--- src/chc_pkg.sv ---
package chc_pkg;
    // Register offsets on the device bus
    localparam logic [7:0] OFF_CTRL = 8'h00;
    localparam logic [7:0] OFF_STATUS = 8'h01;
    localparam logic [7:0] OFF_HIC = 8'h02;
    localparam logic [7:0] OFF_FRB_LO = 8'h04;
    localparam logic [7:0] OFF_FRB_HI = 8'h05;
    localparam logic [7:0] OFF_IRQ_ID = 8'h5F;
    // Host command registers of our own
    localparam logic [3:0] CMD_ADDR = 4'h0;
    localparam logic [3:0] CMD_WDATA = 4'h1;
    localparam logic [3:0] CMD_GO = 4'h2;
    localparam logic [3:0] CMD_RDATA = 4'h3;
    localparam logic [3:0] CMD_STAT = 4'h4;
    // Interface register fields
    localparam int HIC_RST = 7;
    localparam int HIC_CORE_HALVE = 6;
    localparam int HIC_HOST_HALVE = 5;
    localparam int HIC_PD = 4;
    localparam int HIC_SLEEP = 3;
    localparam int HIC_REMAP = 2;
    localparam int HIC_RSVD = 1;
    localparam int HIC_CLKOUT = 0;
    localparam logic [7:0] HIC_IN_RESET = 8'hE1;
    localparam logic [7:0] HIC_RESET = 8'h61;
    // Status and control fields
    localparam int ST_WAKE = 5;
    localparam int ST_RX_SUCCESS_FLAG = 4;
    localparam int ST_TX_SUCCESS_FLAG = 3;
    localparam int CT_IE = 1;
    localparam int CT_SIE = 2;
    localparam logic [2:0] LEC_CRC = 3'h6;
    localparam logic [7:0] IRQ_STATUS = 8'h01;
    localparam logic [7:0] IRQ_NONE = 8'h00;
    // Sleep wake-up delay
    localparam int WAKE_MS = 10;
    localparam int CLK_HZ = 25000000;
    localparam int WAKE_CYCLES = (CLK_HZ / 1000) * WAKE_MS;
endpackage : chc_pkg

--- src/chc_if.sv ---
`timescale 1ns/1ns
`default_nettype none
interface chc_if;
    logic [7:0] addr;
    logic [15:0] wdata;
    logic wr;
    logic rd;
    logic wide;
    logic [15:0] rdata;
    logic rvalid;
    modport dev (input addr, wdata, wr, rd, wide, output rdata, rvalid);
    modport host (output addr, wdata, wr, rd, wide, input rdata, rvalid);
endinterface : chc_if
`default_nettype wire

--- src/chc_device.sv ---
`timescale 1ns/1ns
`default_nettype none
module chc_device #(
    parameter int WAKE_CYCLES = chc_pkg::WAKE_CYCLES
) (
    input wire logic mclk,
    input wire logic reset,
    chc_if.dev bus,
    input wire logic crc_mismatch,
    input wire logic rx_done,
    input wire logic tx_done,
    input wire logic obj_irq,
    input wire logic bus_activity,
    input wire logic port_bit6_in,
    output logic core_clk_en,
    output logic host_clk_en,
    output logic clock_out,
    output logic osc_run,
    output logic objects_blocked,
    output logic irq_main_n,
    output logic irq_alt_n,
    output logic [1:0] power_mode
);
    logic [7:0] hic_q, hic_d;
    logic [7:0] ctrl_q, ctrl_d;
    logic [7:0] stat_q, stat_d;
    logic [7:0] irq_id_q, irq_id_d;
    logic [15:0] frb_q, frb_d;
    logic [15:0] rdata_q, rdata_d;
    logic rvalid_q, rvalid_d;
    logic [7:0] mem_q [0:15];
    logic [1:0] div_q, div_d;
    logic [24:0] wake_cnt_q, wake_cnt_d;
    logic wake_pend_q, wake_pend_d;
    logic core_en_q, core_en_d;
    logic host_en_q, host_en_d;
    logic clk_out_q, clk_out_d;
    logic irq_main_q, irq_main_d;
    logic irq_alt_q, irq_alt_d;
    logic osc_q, osc_d, blk_q, blk_d;
    logic low_power;

    // Mode decode, shared by access gating and clock stopping
    function automatic logic is_low_power(input logic [7:0] h);
        return h[chc_pkg::HIC_PD] | h[chc_pkg::HIC_SLEEP];
    endfunction : is_low_power

    assign low_power = is_low_power(hic_q);

    // Register, interrupt and clock next-state logic
    always_comb begin
        hic_d = hic_q;
        hic_d[chc_pkg::HIC_RST] = 1'b0;
        ctrl_d = ctrl_q;
        stat_d = stat_q;
        irq_id_d = irq_id_q;
        frb_d = frb_q;
        rdata_d = rdata_q;
        rvalid_d = 1'b0;
        div_d = div_q + 2'h1;
        wake_cnt_d = wake_cnt_q;
        wake_pend_d = wake_pend_q;
        // Divider as enables: no derived clock, no glitch on bit change
        core_en_d = ~hic_q[chc_pkg::HIC_CORE_HALVE] | div_q[0];
        host_en_d = core_en_d & (~hic_q[chc_pkg::HIC_HOST_HALVE]
            | (hic_q[chc_pkg::HIC_CORE_HALVE] ? div_q[1] : div_q[0]));
        clk_out_d = ~low_power & hic_q[chc_pkg::HIC_CLKOUT]
            & ~clk_out_q;
        if (low_power) begin
            core_en_d = 1'b0;
            host_en_d = 1'b0;
        end
        // Bus side: only the interface register and the read buffer while in low power
        if (bus.wr) begin
            if (bus.addr == chc_pkg::OFF_HIC) begin
                hic_d = bus.wdata[7:0];
                hic_d[chc_pkg::HIC_RST] = 1'b0;
                if (hic_q[chc_pkg::HIC_SLEEP]
                        & ~bus.wdata[chc_pkg::HIC_SLEEP]) begin
                    wake_pend_d = 1'b0;
                end
            end else if (!low_power) begin
                if (bus.addr == chc_pkg::OFF_CTRL) begin
                    ctrl_d = bus.wdata[7:0];
                end else if (bus.addr == chc_pkg::OFF_STATUS) begin
                    stat_d[4:0] = bus.wdata[4:0];
                end else if (bus.addr[7:4] == 4'h1) begin
                    // Object memory, blocked in low power
                end
            end
        end
        if (bus.rd) begin
            rvalid_d = 1'b1;
            rdata_d = 16'h0000;
            if (bus.addr == chc_pkg::OFF_HIC) begin
                rdata_d = {8'h00, hic_q};
            end else if (bus.addr == chc_pkg::OFF_FRB_LO) begin
                rdata_d = frb_q;
            end else if (bus.addr == chc_pkg::OFF_FRB_HI) begin
                rdata_d = {8'h00, frb_q[15:8]};
            end else if (!low_power) begin
                // Slow read: data unreliable, buffer captures it
                if (bus.addr == chc_pkg::OFF_STATUS) begin
                    rdata_d = {8'h00, stat_q};
                    stat_d[chc_pkg::ST_WAKE] = 1'b0;
                    if (irq_id_q == chc_pkg::IRQ_STATUS) begin
                        irq_id_d = chc_pkg::IRQ_NONE;
                    end
                end else if (bus.addr == chc_pkg::OFF_CTRL) begin
                    rdata_d = {8'h00, ctrl_q};
                end else if (bus.addr == chc_pkg::OFF_IRQ_ID) begin
                    rdata_d = {8'h00, irq_id_q};
                end else if (bus.addr[7:4] == 4'h1) begin
                    rdata_d = {mem_q[bus.addr[3:0] + 4'h1],
                        mem_q[bus.addr[3:0]]};
                end
                // Wide read fills both bytes, narrow only the low
                frb_d = bus.wide ? rdata_d
                    : {frb_q[15:8], rdata_d[7:0]};
            end
        end
        // Wake-up: held low asleep, delayed set after bus activity
        if (hic_q[chc_pkg::HIC_SLEEP]) begin
            stat_d[chc_pkg::ST_WAKE] = 1'b0;
            if (bus_activity & ~wake_pend_d) begin
                wake_pend_d = 1'b1;
                wake_cnt_d = 25'(WAKE_CYCLES);
            end else if (wake_pend_q & (wake_cnt_q != 25'h0000000)) begin
                wake_cnt_d = wake_cnt_q - 25'h0000001;
            end else if (wake_pend_q) begin
                hic_d[chc_pkg::HIC_SLEEP] = 1'b0;
                wake_pend_d = 1'b0;
            end
        end
        if (~hic_d[chc_pkg::HIC_SLEEP] & hic_q[chc_pkg::HIC_SLEEP]) begin
            stat_d[chc_pkg::ST_WAKE] = 1'b1;
        end
        if (~hic_d[chc_pkg::HIC_PD] & hic_q[chc_pkg::HIC_PD]) begin
            stat_d[chc_pkg::ST_WAKE] = 1'b1;
        end
        // Events after clears so set wins
        if (crc_mismatch) begin
            stat_d[2:0] = chc_pkg::LEC_CRC;
        end
        if (rx_done) begin
            stat_d[chc_pkg::ST_RX_SUCCESS_FLAG] = 1'b1;
        end
        if (tx_done) begin
            stat_d[chc_pkg::ST_TX_SUCCESS_FLAG] = 1'b1;
        end
        if ((rx_done | tx_done) & ctrl_q[chc_pkg::CT_SIE]) begin
            irq_id_d = chc_pkg::IRQ_STATUS;
        end
        // Line asserts while any cause pends and global enable set
        irq_main_d = ~(ctrl_q[chc_pkg::CT_IE]
            & ((irq_id_q != chc_pkg::IRQ_NONE) | obj_irq));
        irq_alt_d = port_bit6_in;
        if (hic_q[chc_pkg::HIC_REMAP]) begin
            irq_alt_d = irq_main_d;
            irq_main_d = 1'b1;
        end
        // Mode pins taken from the next value keep step with hic_q
        osc_d = ~is_low_power(hic_d);
        blk_d = is_low_power(hic_d);
    end

    // Register stage; reset forces the in-reset pattern
    always_ff @(posedge mclk) begin
        if (reset) begin
            hic_q <= chc_pkg::HIC_IN_RESET;
            ctrl_q <= 8'h01;
            stat_q <= 8'h00;
            irq_id_q <= chc_pkg::IRQ_NONE;
            rdata_q <= 16'h0000;
            rvalid_q <= 1'b0;
            div_q <= 2'h0;
            wake_cnt_q <= 25'h0000000;
            wake_pend_q <= 1'b0;
            core_en_q <= 1'b0;
            host_en_q <= 1'b0;
            clk_out_q <= 1'b0;
            irq_main_q <= 1'b1;
            irq_alt_q <= 1'b1;
            osc_q <= 1'b1;
            blk_q <= 1'b0;
        end else begin
            hic_q <= hic_d;
            ctrl_q <= ctrl_d;
            stat_q <= stat_d;
            irq_id_q <= irq_id_d;
            rdata_q <= rdata_d;
            rvalid_q <= rvalid_d;
            div_q <= div_d;
            wake_cnt_q <= wake_cnt_d;
            wake_pend_q <= wake_pend_d;
            core_en_q <= core_en_d;
            host_en_q <= host_en_d;
            clk_out_q <= clk_out_d;
            irq_main_q <= irq_main_d;
            irq_alt_q <= irq_alt_d;
            osc_q <= osc_d;
            blk_q <= blk_d;
        end
    end

    // Fast buffer holds value across reset (unchanged)
    always_ff @(posedge mclk) begin
        frb_q <= frb_d;
    end

    // Object memory, unchanged by reset
    always_ff @(posedge mclk) begin
        if (!reset && bus.wr && !low_power && bus.addr[7:4] == 4'h1) begin
            mem_q[bus.addr[3:0]] <= bus.wdata[7:0];
        end
    end

    assign bus.rdata = rdata_q;
    assign bus.rvalid = rvalid_q;
    assign core_clk_en = core_en_q;
    assign host_clk_en = host_en_q;
    assign clock_out = clk_out_q;
    assign osc_run = osc_q;
    assign objects_blocked = blk_q;
    assign irq_main_n = irq_main_q;
    assign irq_alt_n = irq_alt_q;
    assign power_mode = {hic_q[chc_pkg::HIC_PD], hic_q[chc_pkg::HIC_SLEEP]};
endmodule : chc_device
`default_nettype wire

--- src/flat_wrapper.sv ---
// flat-port wrapper written by rule: the top's interface ports become plain ports
module chc_device_flat 
#(
    parameter int WAKE_CYCLES = chc_pkg::WAKE_CYCLES
)
  (mclk, reset, crc_mismatch, rx_done, tx_done, obj_irq, bus_activity, port_bit6_in, core_clk_en, host_clk_en, clock_out, osc_run, objects_blocked, irq_main_n, irq_alt_n, power_mode, bus_addr, bus_wdata, bus_wr, bus_rd, bus_wide, bus_rdata, bus_rvalid);
  chc_if bus_i ();
  input wire logic mclk;
  input wire logic reset;
  input wire logic crc_mismatch;
  input wire logic rx_done;
  input wire logic tx_done;
  input wire logic obj_irq;
  input wire logic bus_activity;
  input wire logic port_bit6_in;
  output logic core_clk_en;
  output logic host_clk_en;
  output logic clock_out;
  output logic osc_run;
  output logic objects_blocked;
  output logic irq_main_n;
  output logic irq_alt_n;
  output logic [1:0] power_mode;
  input wire logic [$bits(bus_i.addr)-1:0] bus_addr;
  input wire logic [$bits(bus_i.wdata)-1:0] bus_wdata;
  input wire logic [$bits(bus_i.wr)-1:0] bus_wr;
  input wire logic [$bits(bus_i.rd)-1:0] bus_rd;
  input wire logic [$bits(bus_i.wide)-1:0] bus_wide;
  output wire logic [$bits(bus_i.rdata)-1:0] bus_rdata;
  output wire logic [$bits(bus_i.rvalid)-1:0] bus_rvalid;
  assign bus_i.addr = bus_addr;
  assign bus_i.wdata = bus_wdata;
  assign bus_i.wr = bus_wr;
  assign bus_i.rd = bus_rd;
  assign bus_i.wide = bus_wide;
  assign bus_rdata = bus_i.rdata;
  assign bus_rvalid = bus_i.rvalid;
  chc_device #(.WAKE_CYCLES(WAKE_CYCLES)) u_core (.mclk(mclk), .reset(reset), .bus(bus_i), .crc_mismatch(crc_mismatch), .rx_done(rx_done), .tx_done(tx_done), .obj_irq(obj_irq), .bus_activity(bus_activity), .port_bit6_in(port_bit6_in), .core_clk_en(core_clk_en), .host_clk_en(host_clk_en), .clock_out(clock_out), .osc_run(osc_run), .objects_blocked(objects_blocked), .irq_main_n(irq_main_n), .irq_alt_n(irq_alt_n), .power_mode(power_mode));
endmodule
--- config.mk ---
export PLATFORM = sky130hd
export DESIGN_NAME = chc_device_flat
export DESIGN_NICKNAME = d
export VERILOG_FILES = /design/src/chc_pkg.sv /design/src/chc_if.sv /design/src/chc_device.sv /design/src/flat_wrapper.sv
export SDC_FILE = /design/constraint.sdc
export NUM_CORES = 1
export LEC_CHECK = 0
export CORE_ASPECT_RATIO = 1.5
export CORE_UTILIZATION = 35
export DETAILED_ROUTE_END_ITERATION = 10
export DONT_BUFFER_PORTS = 1
export PLACE_DENSITY = 0.5
export SETUP_SLACK_MARGIN = 0.15
export SLEW_MARGIN = 25
export SYNTH_ARGS = -nofsm -noshare
export SYNTH_HDL_FRONTEND = slang
export SYNTH_SLANG_ARGS = --single-unit
--- constraint.sdc ---
create_clock -name mclk -period 5.9 [get_ports mclk]
set_input_delay 0.885 -clock mclk [delete_from_list [all_inputs] [get_ports mclk]]
set_output_delay 0.885 -clock mclk [all_outputs]
set_load 0.005 [all_outputs]
==> results of run 1 <==
==> power groups by stage <==
stage	Combinational, uW	Sequential, uW	Clock (uW)
final	175	1650	1550
after global routing	187	1650	1650
after CTS	176	1650	1590
after detailed placement	176	1690	0
after global placement	174	1690	0
after floorplan	156	1680	0
==> worst min path at each step <==
stage | from | to | slack, ns | cells past startpoint
2_1_floorplan | u_core.clock_out | u_core.clock_out | 0.42 | 1
3_3_place_gp | u_core.hic_q[1] | u_core.hic_q[1] | 0.45 | 2
3_5_place_dp | u_core.hic_q[1] | u_core.hic_q[1] | 0.46 | 2
4_1_cts | reset | u_core.hic_q[7] | 0.38 | 0
5_1_grt | reset | u_core.hic_q[7] | 0.38 | 0
6_report | reset | u_core.hic_q[7] | 0.40 | 0
==> metrics by stage <==
stage / std cells / total power, uW / setup slack, ns / instance area (sq um)
3_3_place_gp: 1177 / 1860 / 1.959 / 10830
5_1_grt: 1220 / 3489 / 2.308 / 11670
6_report: 1220 / 3382 / 2.500 / 11670
2_1_floorplan: 822 / 1838 / 1.661 / 10460
4_1_cts: 1220 / 3422 / 2.485 / 11670
3_5_place_dp: 1177 / 1862 / 1.937 / 10850
==> final cells by class <==
class	instances	area (sq um)
Fill cell	2838	17810
Sequential cell	219	5826
Multi-Input combinational cell	529	4355
Clock buffer	33	689.4
Tap cell	395	494.2
Clock inverter	10	123.9
Timing Repair Buffer	14	105.1
Inverter	20	75.07
==> state kept, by name, summed over array words and instances, names as in the netlist <==
name	count
u_core.div_q	2
u_core.wake_pend_q	1
u_core.irq_main_n	1
u_core.irq_alt_n	1
u_core.objects_blocked	1
u_core.osc_run	1
u_core.wake_cnt_q	25
u_core.frb_q	16
u_core.host_clk_en	1
u_core.stat_q	6
u_core.core_clk_en	1
u_core.bus.rdata	16
u_core.mem_q	128
u_core.bus.rvalid	1
u_core.hic_q	8
u_core.ctrl_q	8
u_core.clock_out	1
u_core.irq_id_q	1
==> metal layers <==
metal | up-vias | global-route usage | wire length (um)
met1 | 3482 | 0.2293 | 11460
li1 | 3175 | - | -
met4 | 0 | 0.1012 | 1336
met2 | 183 | 0.3628 | 15600
met5 | - | 0 | 0
met3 | 68 | 0.03863 | 1568
==> Yosys cell counts, types with 11 or more instances <==
| cell type | number | area share |
|---|---|---|
| sky130_fd_sc_hd__o22ai_1 | 11 | 0.0066 |
| sky130_fd_sc_hd__clkbuf_1 | 27 | 0.0097 |
| sky130_fd_sc_hd__mux2i_1 | 27 | 0.026 |
| sky130_fd_sc_hd__mux4_2 | 66 | 0.14 |
| sky130_fd_sc_hd__nor3_1 | 21 | 0.010 |
| sky130_fd_sc_hd__nor2_1 | 54 | 0.019 |
| sky130_fd_sc_hd__a21oi_1 | 43 | 0.021 |
| sky130_fd_sc_hd__edfxtp_1 | 144 | 0.41 |
| sky130_fd_sc_hd__or3_1 | 11 | 0.0066 |
| sky130_fd_sc_hd__or4_1 | 13 | 0.0093 |
| sky130_fd_sc_hd__nand3_1 | 26 | 0.012 |
| sky130_fd_sc_hd__buf_2 | 16 | 0.0077 |
| sky130_fd_sc_hd__nor4_1 | 11 | 0.0066 |
| sky130_fd_sc_hd__a31oi_1 | 17 | 0.010 |
| sky130_fd_sc_hd__o21ai_0 | 30 | 0.014 |
| sky130_fd_sc_hd__inv_1 | 19 | 0.0068 |
| sky130_fd_sc_hd__nand2_1 | 57 | 0.020 |
| sky130_fd_sc_hd__dfxtp_1 | 75 | 0.14 |
| sky130_fd_sc_hd__nor2b_1 | 12 | 0.0072 |
==> cells by family (layout without fill, tap and decap cells) <==
group / Yosys count / count (layout) / synth area share
AO/OA/AOI/OAI: 156 / 156 / 0.09462
multiplexers: 98 / 98 / 0.1733
buffers and inverters: 74 / 77 / 0.03098
AND/OR/NAND/NOR: 259 / 259 / 0.1286
flip-flops: 219 / 219 / 0.5569
XOR/XNOR: 10 / 10 / 0.008374
adder cells (fa/ha/maj): 6 / 6 / 0.007177
==> flow_metrics.env, run 1 <==
export IMPL_postSynthCellCount=822
export IMPL_layout_cell_share_with_drive_strength_beyond_1=0.1782
export IMPL_worstPathMaxFanout=61
export IMPL_power_switching_fraction=0.2087
export IMPL_internal_power_uw=2676
export IMPL_setup_tns_final_ns=0
export IMPL_layout_cells_most_common_list="sky130_fd_sc_hd__edfxtp_1 (144), sky130_fd_sc_hd__dfxtp_1 (75), sky130_fd_sc_hd__mux4_2 (66), sky130_fd_sc_hd__nand2_1 (57), sky130_fd_sc_hd__nor2_1 (44)"
export IMPL_ctsHtreeMaxLevel=1
export IMPL_overflow=0
export IMPL_p_clk_frac=0.460
export IMPL_finalHoldViolCount=0
export IMPL_share_of_power_burned_in_combinational_logic=0.052
export IMPL_ant_nets=0
export IMPL_synth_cell_type_count=63
export IMPL_first_pass_grt_wire_length_mm=44.68
export IMPL_via_count=6908
export IMPL_worst_voltage_drop_across_the_vdd_grid_mv=0.1900
export IMPL_ff2ff_setup_slack_ns=3.09
export IMPL_dr_first_iter_drc_count=460
export IMPL_vias_per_cell=5.662
export IMPL_timing_clock_skew_ns=0.01471
export IMPL_cpLargestDelayFamily="simple AND/OR/NAND/NOR gates"
export IMPL_maximum_number_of_buffers_from_clock_root_to_sink=3
export IMPL_synth_edff_count=144
export IMPL_timing_max_slew_rel_slack=0.3120
export IMPL_status="finished, final reports clean"
export IMPL_numCtsBuffers=24
export IMPL_core_area_sq_um=29480
export IMPL_fmaxAchievable_mhz=294.1
export IMPL_number_of_nets_in_the_finished_design=849
export IMPL_mostFrequentLayoutCell="sky130_fd_sc_hd__edfxtp_1"
export IMPL_grt_use_total=0.2028
export IMPL_synthArstFlopShare=0
export IMPL_floorplan_initialDensity=0.3548
export IMPL_root_buffer="sky130_fd_sc_hd__clkbuf_16"
export IMPL_finalWirelength_mm=29.97
export IMPL_number_of_buffers_inserted_by_hold_repair_at_cts=0
export IMPL_postSynthAreaPerCell_sq_um=12.73
export IMPL_worst_path_required_time_ns=6.07
export IMPL_worstSetupEndpointType="flop"
export IMPL_routedWlPerCell_um=24.57
export IMPL_cp_depth=7
export IMPL_ys_warn_count=0
export IMPL_layout_area_overhead_vs_synth_pct=11.56
export IMPL_synth_main_ff_cell="sky130_fd_sc_hd__edfxtp_1"
export IMPL_first_global_vias=7050
export IMPL_crit_start="bus_addr[0]"
export IMPL_worstPathCellList="clkinv_1 -> ha_1 -> nor2_1 -> o31a_1 -> nand3_1 -> inv_1 -> and2_1"
export IMPL_r2r_start="u_core.wake_cnt_q[11]"
export IMPL_number_of_setup_violations_in_the_final_report=0
export IMPL_max_cap_violations=0
export IMPL_cts_clk_slew_worst_paths_ns=0.06
export IMPL_ant_diodes=0
export IMPL_buffer_ports_inserted=0
export IMPL_reg2regPathDepth=5
export IMPL_clock_tree_from_tritoncts="built"
export IMPL_synth_sequential_area_ratio=0.5569
export IMPL_detailedPlacementHpwl_mm=21.01
export IMPL_worst_ep_arrival_time_ns=3.57
export IMPL_final_max_slew_viol_count=0
export IMPL_grt_setup_unrepaired="no"
export IMPL_clk_insertion_delay_late_ns=0.52
export IMPL_synth_seq_cells=219
export IMPL_final_util=0.3958
export IMPL_grt_start_max_net_pins=62
export IMPL_die_y_um=213.7
export IMPL_cts_repair_timing_setup_buffer_count=0
export IMPL_worst_r2r_endpoint="u_core.wake_cnt_q[13]"
export IMPL_number_of_optimization_iterations_in_the_first_detailed_route_pass=5
export IMPL_die_area_sq_um=30590
export IMPL_total_switching_power_uw=706.1
export IMPL_initial_antenna_violation_count=0
export IMPL_boundaryPins=61
export IMPL_gpl_final_weighted_congestion=0.8774
export IMPL_critical_path_slowest_cell="sky130_fd_sc_hd__ha_1"
export IMPL_syn_area_sq_um=10460
export IMPL_power_per_cell_area_nw_per_um2=289.9
export IMPL_worst_path_buffer_plus_inverter_count=2
export IMPL_drc=0
export IMPL_placement_rows=77
export IMPL_total_leakage_power_uw=0.003961
export IMPL_die_width_um=143.2
export IMPL_timing_endpoint_of_the_critical_path="u_core.frb_q[14]"
export IMPL_worst_slew_pin_slew_ns=1.028
export IMPL_hold_slack_ns=0.4016
export IMPL_cts_repair_resize_count=0
export IMPL_pwr_share_seq=0.489
export IMPL_layout_worst_path_cycle_share=0.5763
export IMPL_syn_nets=863
export IMPL_hold_path_class="in -> reg"
export IMPL_worstSetupStartpointType="primary input"
export IMPL_worst_setup_path_type="in -> reg"
export IMPL_finalCriticalPeriod_ns=3.400
export IMPL_slowest_delay_ns=0.60
export IMPL_numClockSinks=219
No activity file was read; power rests on OpenSTA's default activity.
==> run 2, diff against run 1 <==
ABC_AREA = 1   (was unset)
PLACE_DENSITY = 0.52   (was 0.5)
clock period = 2.9 ns   (was 5.9 ns; I/O delays follow)
==> run 2 against run 1 <==
  * Die area is 3.9% higher
  * Area after synthesis is 3.9% higher
  * Global-route usage is 0.68 points higher
  * Cell area is 5.6% higher
  * First-iteration DRC count is 32% higher
  * Combinational power grew to 2.9 times the previous value
  * Via count is 28% higher
  * Wire length is 11% higher
  * Sequential share of layout area is 2.6 points lower
  * Critical endpoint is now u_core.mem_q[14][1]
==> flow_metrics.env, run 2 <==
export IMPL_layout_cells_most_common_list="sky130_fd_sc_hd__nand2_1 (251), sky130_fd_sc_hd__nor2_1 (153), sky130_fd_sc_hd__o21ai_0 (152), sky130_fd_sc_hd__edfxtp_1 (144), sky130_fd_sc_hd__a21oi_1 (142)"
export IMPL_first_pass_grt_wire_length_mm=50.32
export IMPL_largest_register_ff_count=128
export IMPL_cts_clk_slew_worst_paths_ns=0.06
export IMPL_grt_use_total=0.2096
export IMPL_setup_tns_final_ns=0
export IMPL_layout_area_overhead_vs_synth_pct=13.33
export IMPL_worst_voltage_drop_across_the_vdd_grid_mv=0.3653
export IMPL_postSynthCellCount=1284
export IMPL_synth_compound_gate_area_share=0.1774
export IMPL_vias_per_cell=5.149
export IMPL_number_of_nets_in_the_finished_design=1336
export IMPL_buffer_ports_inserted=0
export IMPL_layout_worst_path_cycle_share=0.8117
export IMPL_maximum_number_of_buffers_from_clock_root_to_sink=3
export IMPL_cts_repair_resize_count=0
export IMPL_core_area_sq_um=30450
export IMPL_finalHoldViolCount=0
export IMPL_clk_insertion_delay_late_ns=0.54
export IMPL_synth_cell_type_count=43
export IMPL_final_max_slew_viol_count=0
export IMPL_ff2ff_setup_slack_ns=0.55
export IMPL_ys_warn_count=0
export IMPL_grt_setup_unrepaired="no"
export IMPL_worst_setup_path_type="reg -> reg"
export IMPL_number_of_setup_violations_in_the_final_report=0
export IMPL_gpl_final_weighted_congestion=0.8652
export IMPL_die_width_um=145.9
export IMPL_worstSetupEndpointType="flop"
export IMPL_critical_path_slowest_cell="sky130_fd_sc_hd__dfxtp_1"
export IMPL_crit_start="u_core.hic_q[4]"
export IMPL_library_cell_with_the_largest_summed_area_after_synthesis="sky130_fd_sc_hd__edfxtp_1"
export IMPL_synth_seq_cells=219
export IMPL_numCtsBuffers=24
export IMPL_root_buffer="sky130_fd_sc_hd__clkbuf_16"
export IMPL_syn_area_sq_um=10870
export IMPL_ctsHtreeMaxLevel=1
export IMPL_fmaxAchievable_mhz=424.8
export IMPL_routedWlPerCell_um=19.37
export IMPL_die_area_sq_um=31790
export IMPL_synthAdderAreaFrac=0.006905
export IMPL_synth_top_family_by_area="simple AND/OR/NAND/NOR gates"
export IMPL_worstPathCellList="nor2_1 -> nand2_1 -> nor3_1 -> nand2_1 -> nor2_1 -> buf_4"
export IMPL_syn_nets=1325
export IMPL_worstSetupStartpointType="flop"
export IMPL_hold_path_class="in -> reg"
export IMPL_mostFrequentLayoutCell="sky130_fd_sc_hd__nand2_1"
export IMPL_synth_edff_count=144
export IMPL_overflow=0
export IMPL_cts_repair_timing_setup_buffer_count=0
export IMPL_drc=0
export IMPL_slowest_delay_ns=0.42
export IMPL_grt_start_max_net_pins=137
export IMPL_numClockSinks=219
export IMPL_finalWirelength_mm=33.18
export IMPL_max_cap_violations=0
export IMPL_total_leakage_power_uw=0.004906
export IMPL_worstPathMaxFanout=6
export IMPL_fill_cells=3116
export IMPL_layout_cell_share_with_drive_strength_beyond_1=0.07921
export IMPL_detailedPlacementHpwl_mm=22.19
export IMPL_r2r_start="u_core.hic_q[4]"
export IMPL_yosys_top_cells_area="sky130_fd_sc_hd__edfxtp_1 (40%), sky130_fd_sc_hd__dfxtp_1 (14%), sky130_fd_sc_hd__nand2_1 (8.7%)"
export IMPL_worst_r2r_endpoint="u_core.mem_q[14][1]"
export IMPL_status="finished, final reports clean"
export IMPL_timing_clock_skew_ns=0.01360
export IMPL_worst_slew_pin_slew_ns=0.7987
export IMPL_reg2regPathDepth=6
export IMPL_first_global_vias=8438
export IMPL_via_count=8821
export IMPL_ant_nets=0
export IMPL_finalCriticalPeriod_ns=2.354
export IMPL_post_synth_top_area_share=0.3977
export IMPL_worst_ep_arrival_time_ns=2.59
export IMPL_instances_no_fill=1713
export IMPL_placed_cells=1658
export IMPL_synth_xor_area_frac=0.01853
export IMPL_initial_antenna_violation_count=0
export IMPL_synth_simple_gate_area_share=0.1859
export IMPL_timing_endpoint_of_the_critical_path="u_core.mem_q[14][1]"
export IMPL_dr_first_iter_drc_count=605
export IMPL_timing_max_slew_rel_slack=0.4675
export IMPL_synth_main_ff_cell="sky130_fd_sc_hd__edfxtp_1"
export IMPL_mux_cell_area_share_after_synthesis=0
export IMPL_boundaryPins=61
export IMPL_synthArstFlopShare=0
export IMPL_floorplan_initialDensity=0.3570
export IMPL_power_per_cell_area_nw_per_um2=573.4
export IMPL_ant_diodes=0
export IMPL_clock_tree_from_tritoncts="built"
export IMPL_synth_sequential_area_ratio=0.5358
export IMPL_yosys_top_cells_count="sky130_fd_sc_hd__nand2_1 (251), sky130_fd_sc_hd__nor2_1 (153), sky130_fd_sc_hd__o21ai_0 (152), sky130_fd_sc_hd__edfxtp_1 (144), sky130_fd_sc_hd__a21oi_1 (142)"
export IMPL_placement_rows=78
export IMPL_worst_path_required_time_ns=3.14
export IMPL_die_y_um=217.9
export IMPL_cell_with_the_most_instances_after_synthesis="sky130_fd_sc_hd__nand2_1"
export IMPL_postSynthAreaPerCell_sq_um=8.467
export IMPL_number_of_optimization_iterations_in_the_first_detailed_route_pass=5
==> run 2: worst min path at each step <==
stage,start,endpoint,slack [ns],depth (start not counted)
2_1_floorplan,u_core.clock_out,u_core.clock_out,0.42,1
3_3_place_gp,u_core.ctrl_q[3],u_core.ctrl_q[3],0.43,2
3_5_place_dp,u_core.ctrl_q[3],u_core.ctrl_q[3],0.44,2
4_1_cts,tx_done,u_core.stat_q[3],0.004,2
5_1_grt,bus_wdata[6],u_core.hic_q[6],0.03,2
6_report,tx_done,u_core.stat_q[3],0.03,2
==> run 2: cell families after synthesis <==
kind of cell             count (synthesis)
AND/OR/NAND/NOR                        485
AO/OA/AOI/OAI                          357
flip-flops                             219
buffers and inverters                  194
XOR/XNOR                                23
adder cells (fa/ha/maj)                  6
==> run 2: per-stage QoR <==
stage	total power, uW	area (sq um)	utilization	setup WS, ns	hold WS [ns]
2_1_floorplan	3765	10870	-	0.3119	0.4211
3_5_place_dp	3873	11370	0.3735	0.3809	0.4359
4_1_cts	7145	12320	0.4046	0.5527	0.003842
5_1_grt	7304	12320	0.4046	0.3562	0.02674
6_report	7064	12320	0.4046	0.5462	0.02588
3_3_place_gp	3868	11370	0.3735	0.4245	0.4324
==> run 2: repair_timing <==
| action | CTS | global route |
|---|---|---|
| hold endpoints to repair | 169 | 0 |
| endpoints found under the setup margin | 0 | 0 |
| hold buffers | 11 | 0 |
==> run 2: area by class of cell <==
cell class,instances,area (sq um),share of cell area
Clock buffer,32,715.7,0.05809
Clock inverter,12,112.6,0.009140
Multi-Input combinational cell,871,4233,0.3436
Timing Repair Buffer,54,455.4,0.03697
Inverter,125,478.0,0.03879
Sequential cell,219,5826,0.4728
Tap cell,400,500.5,0.04062
==> run 2: worst max-delay path: cells and delay by family, from the launching register on <==
| kind | cells | cell delay (ns) |
|---|---|---|
| DFF | 1 | 0.42 |
| and+or+nand+nor | 5 | 1.40 |
| buffers and inverters | 1 | 0.24 |
==> run 2: per-layer routing <==
| layer | vias to the layer above | GRT usage | part of all wire |
|---|---|---|---|
| met2 | 215 | 0.4008 | 0.53 |
| met5 | - | 0 | 0 |
| met4 | 0 | 0.07614 | 0.031 |
| met1 | 4178 | 0.2330 | 0.39 |
| met3 | 48 | 0.02971 | 0.045 |
| li1 | 4380 | - | - |
==> run 2: power breakdown <==
part | internal (uW) | switching [uW] | total, uW
clock network | 1910 | 1290 | 3200
registers | 3340 | 12.9 | 3360
logic | 162 | 345 | 507
total | 5420 | 1650 | 7060
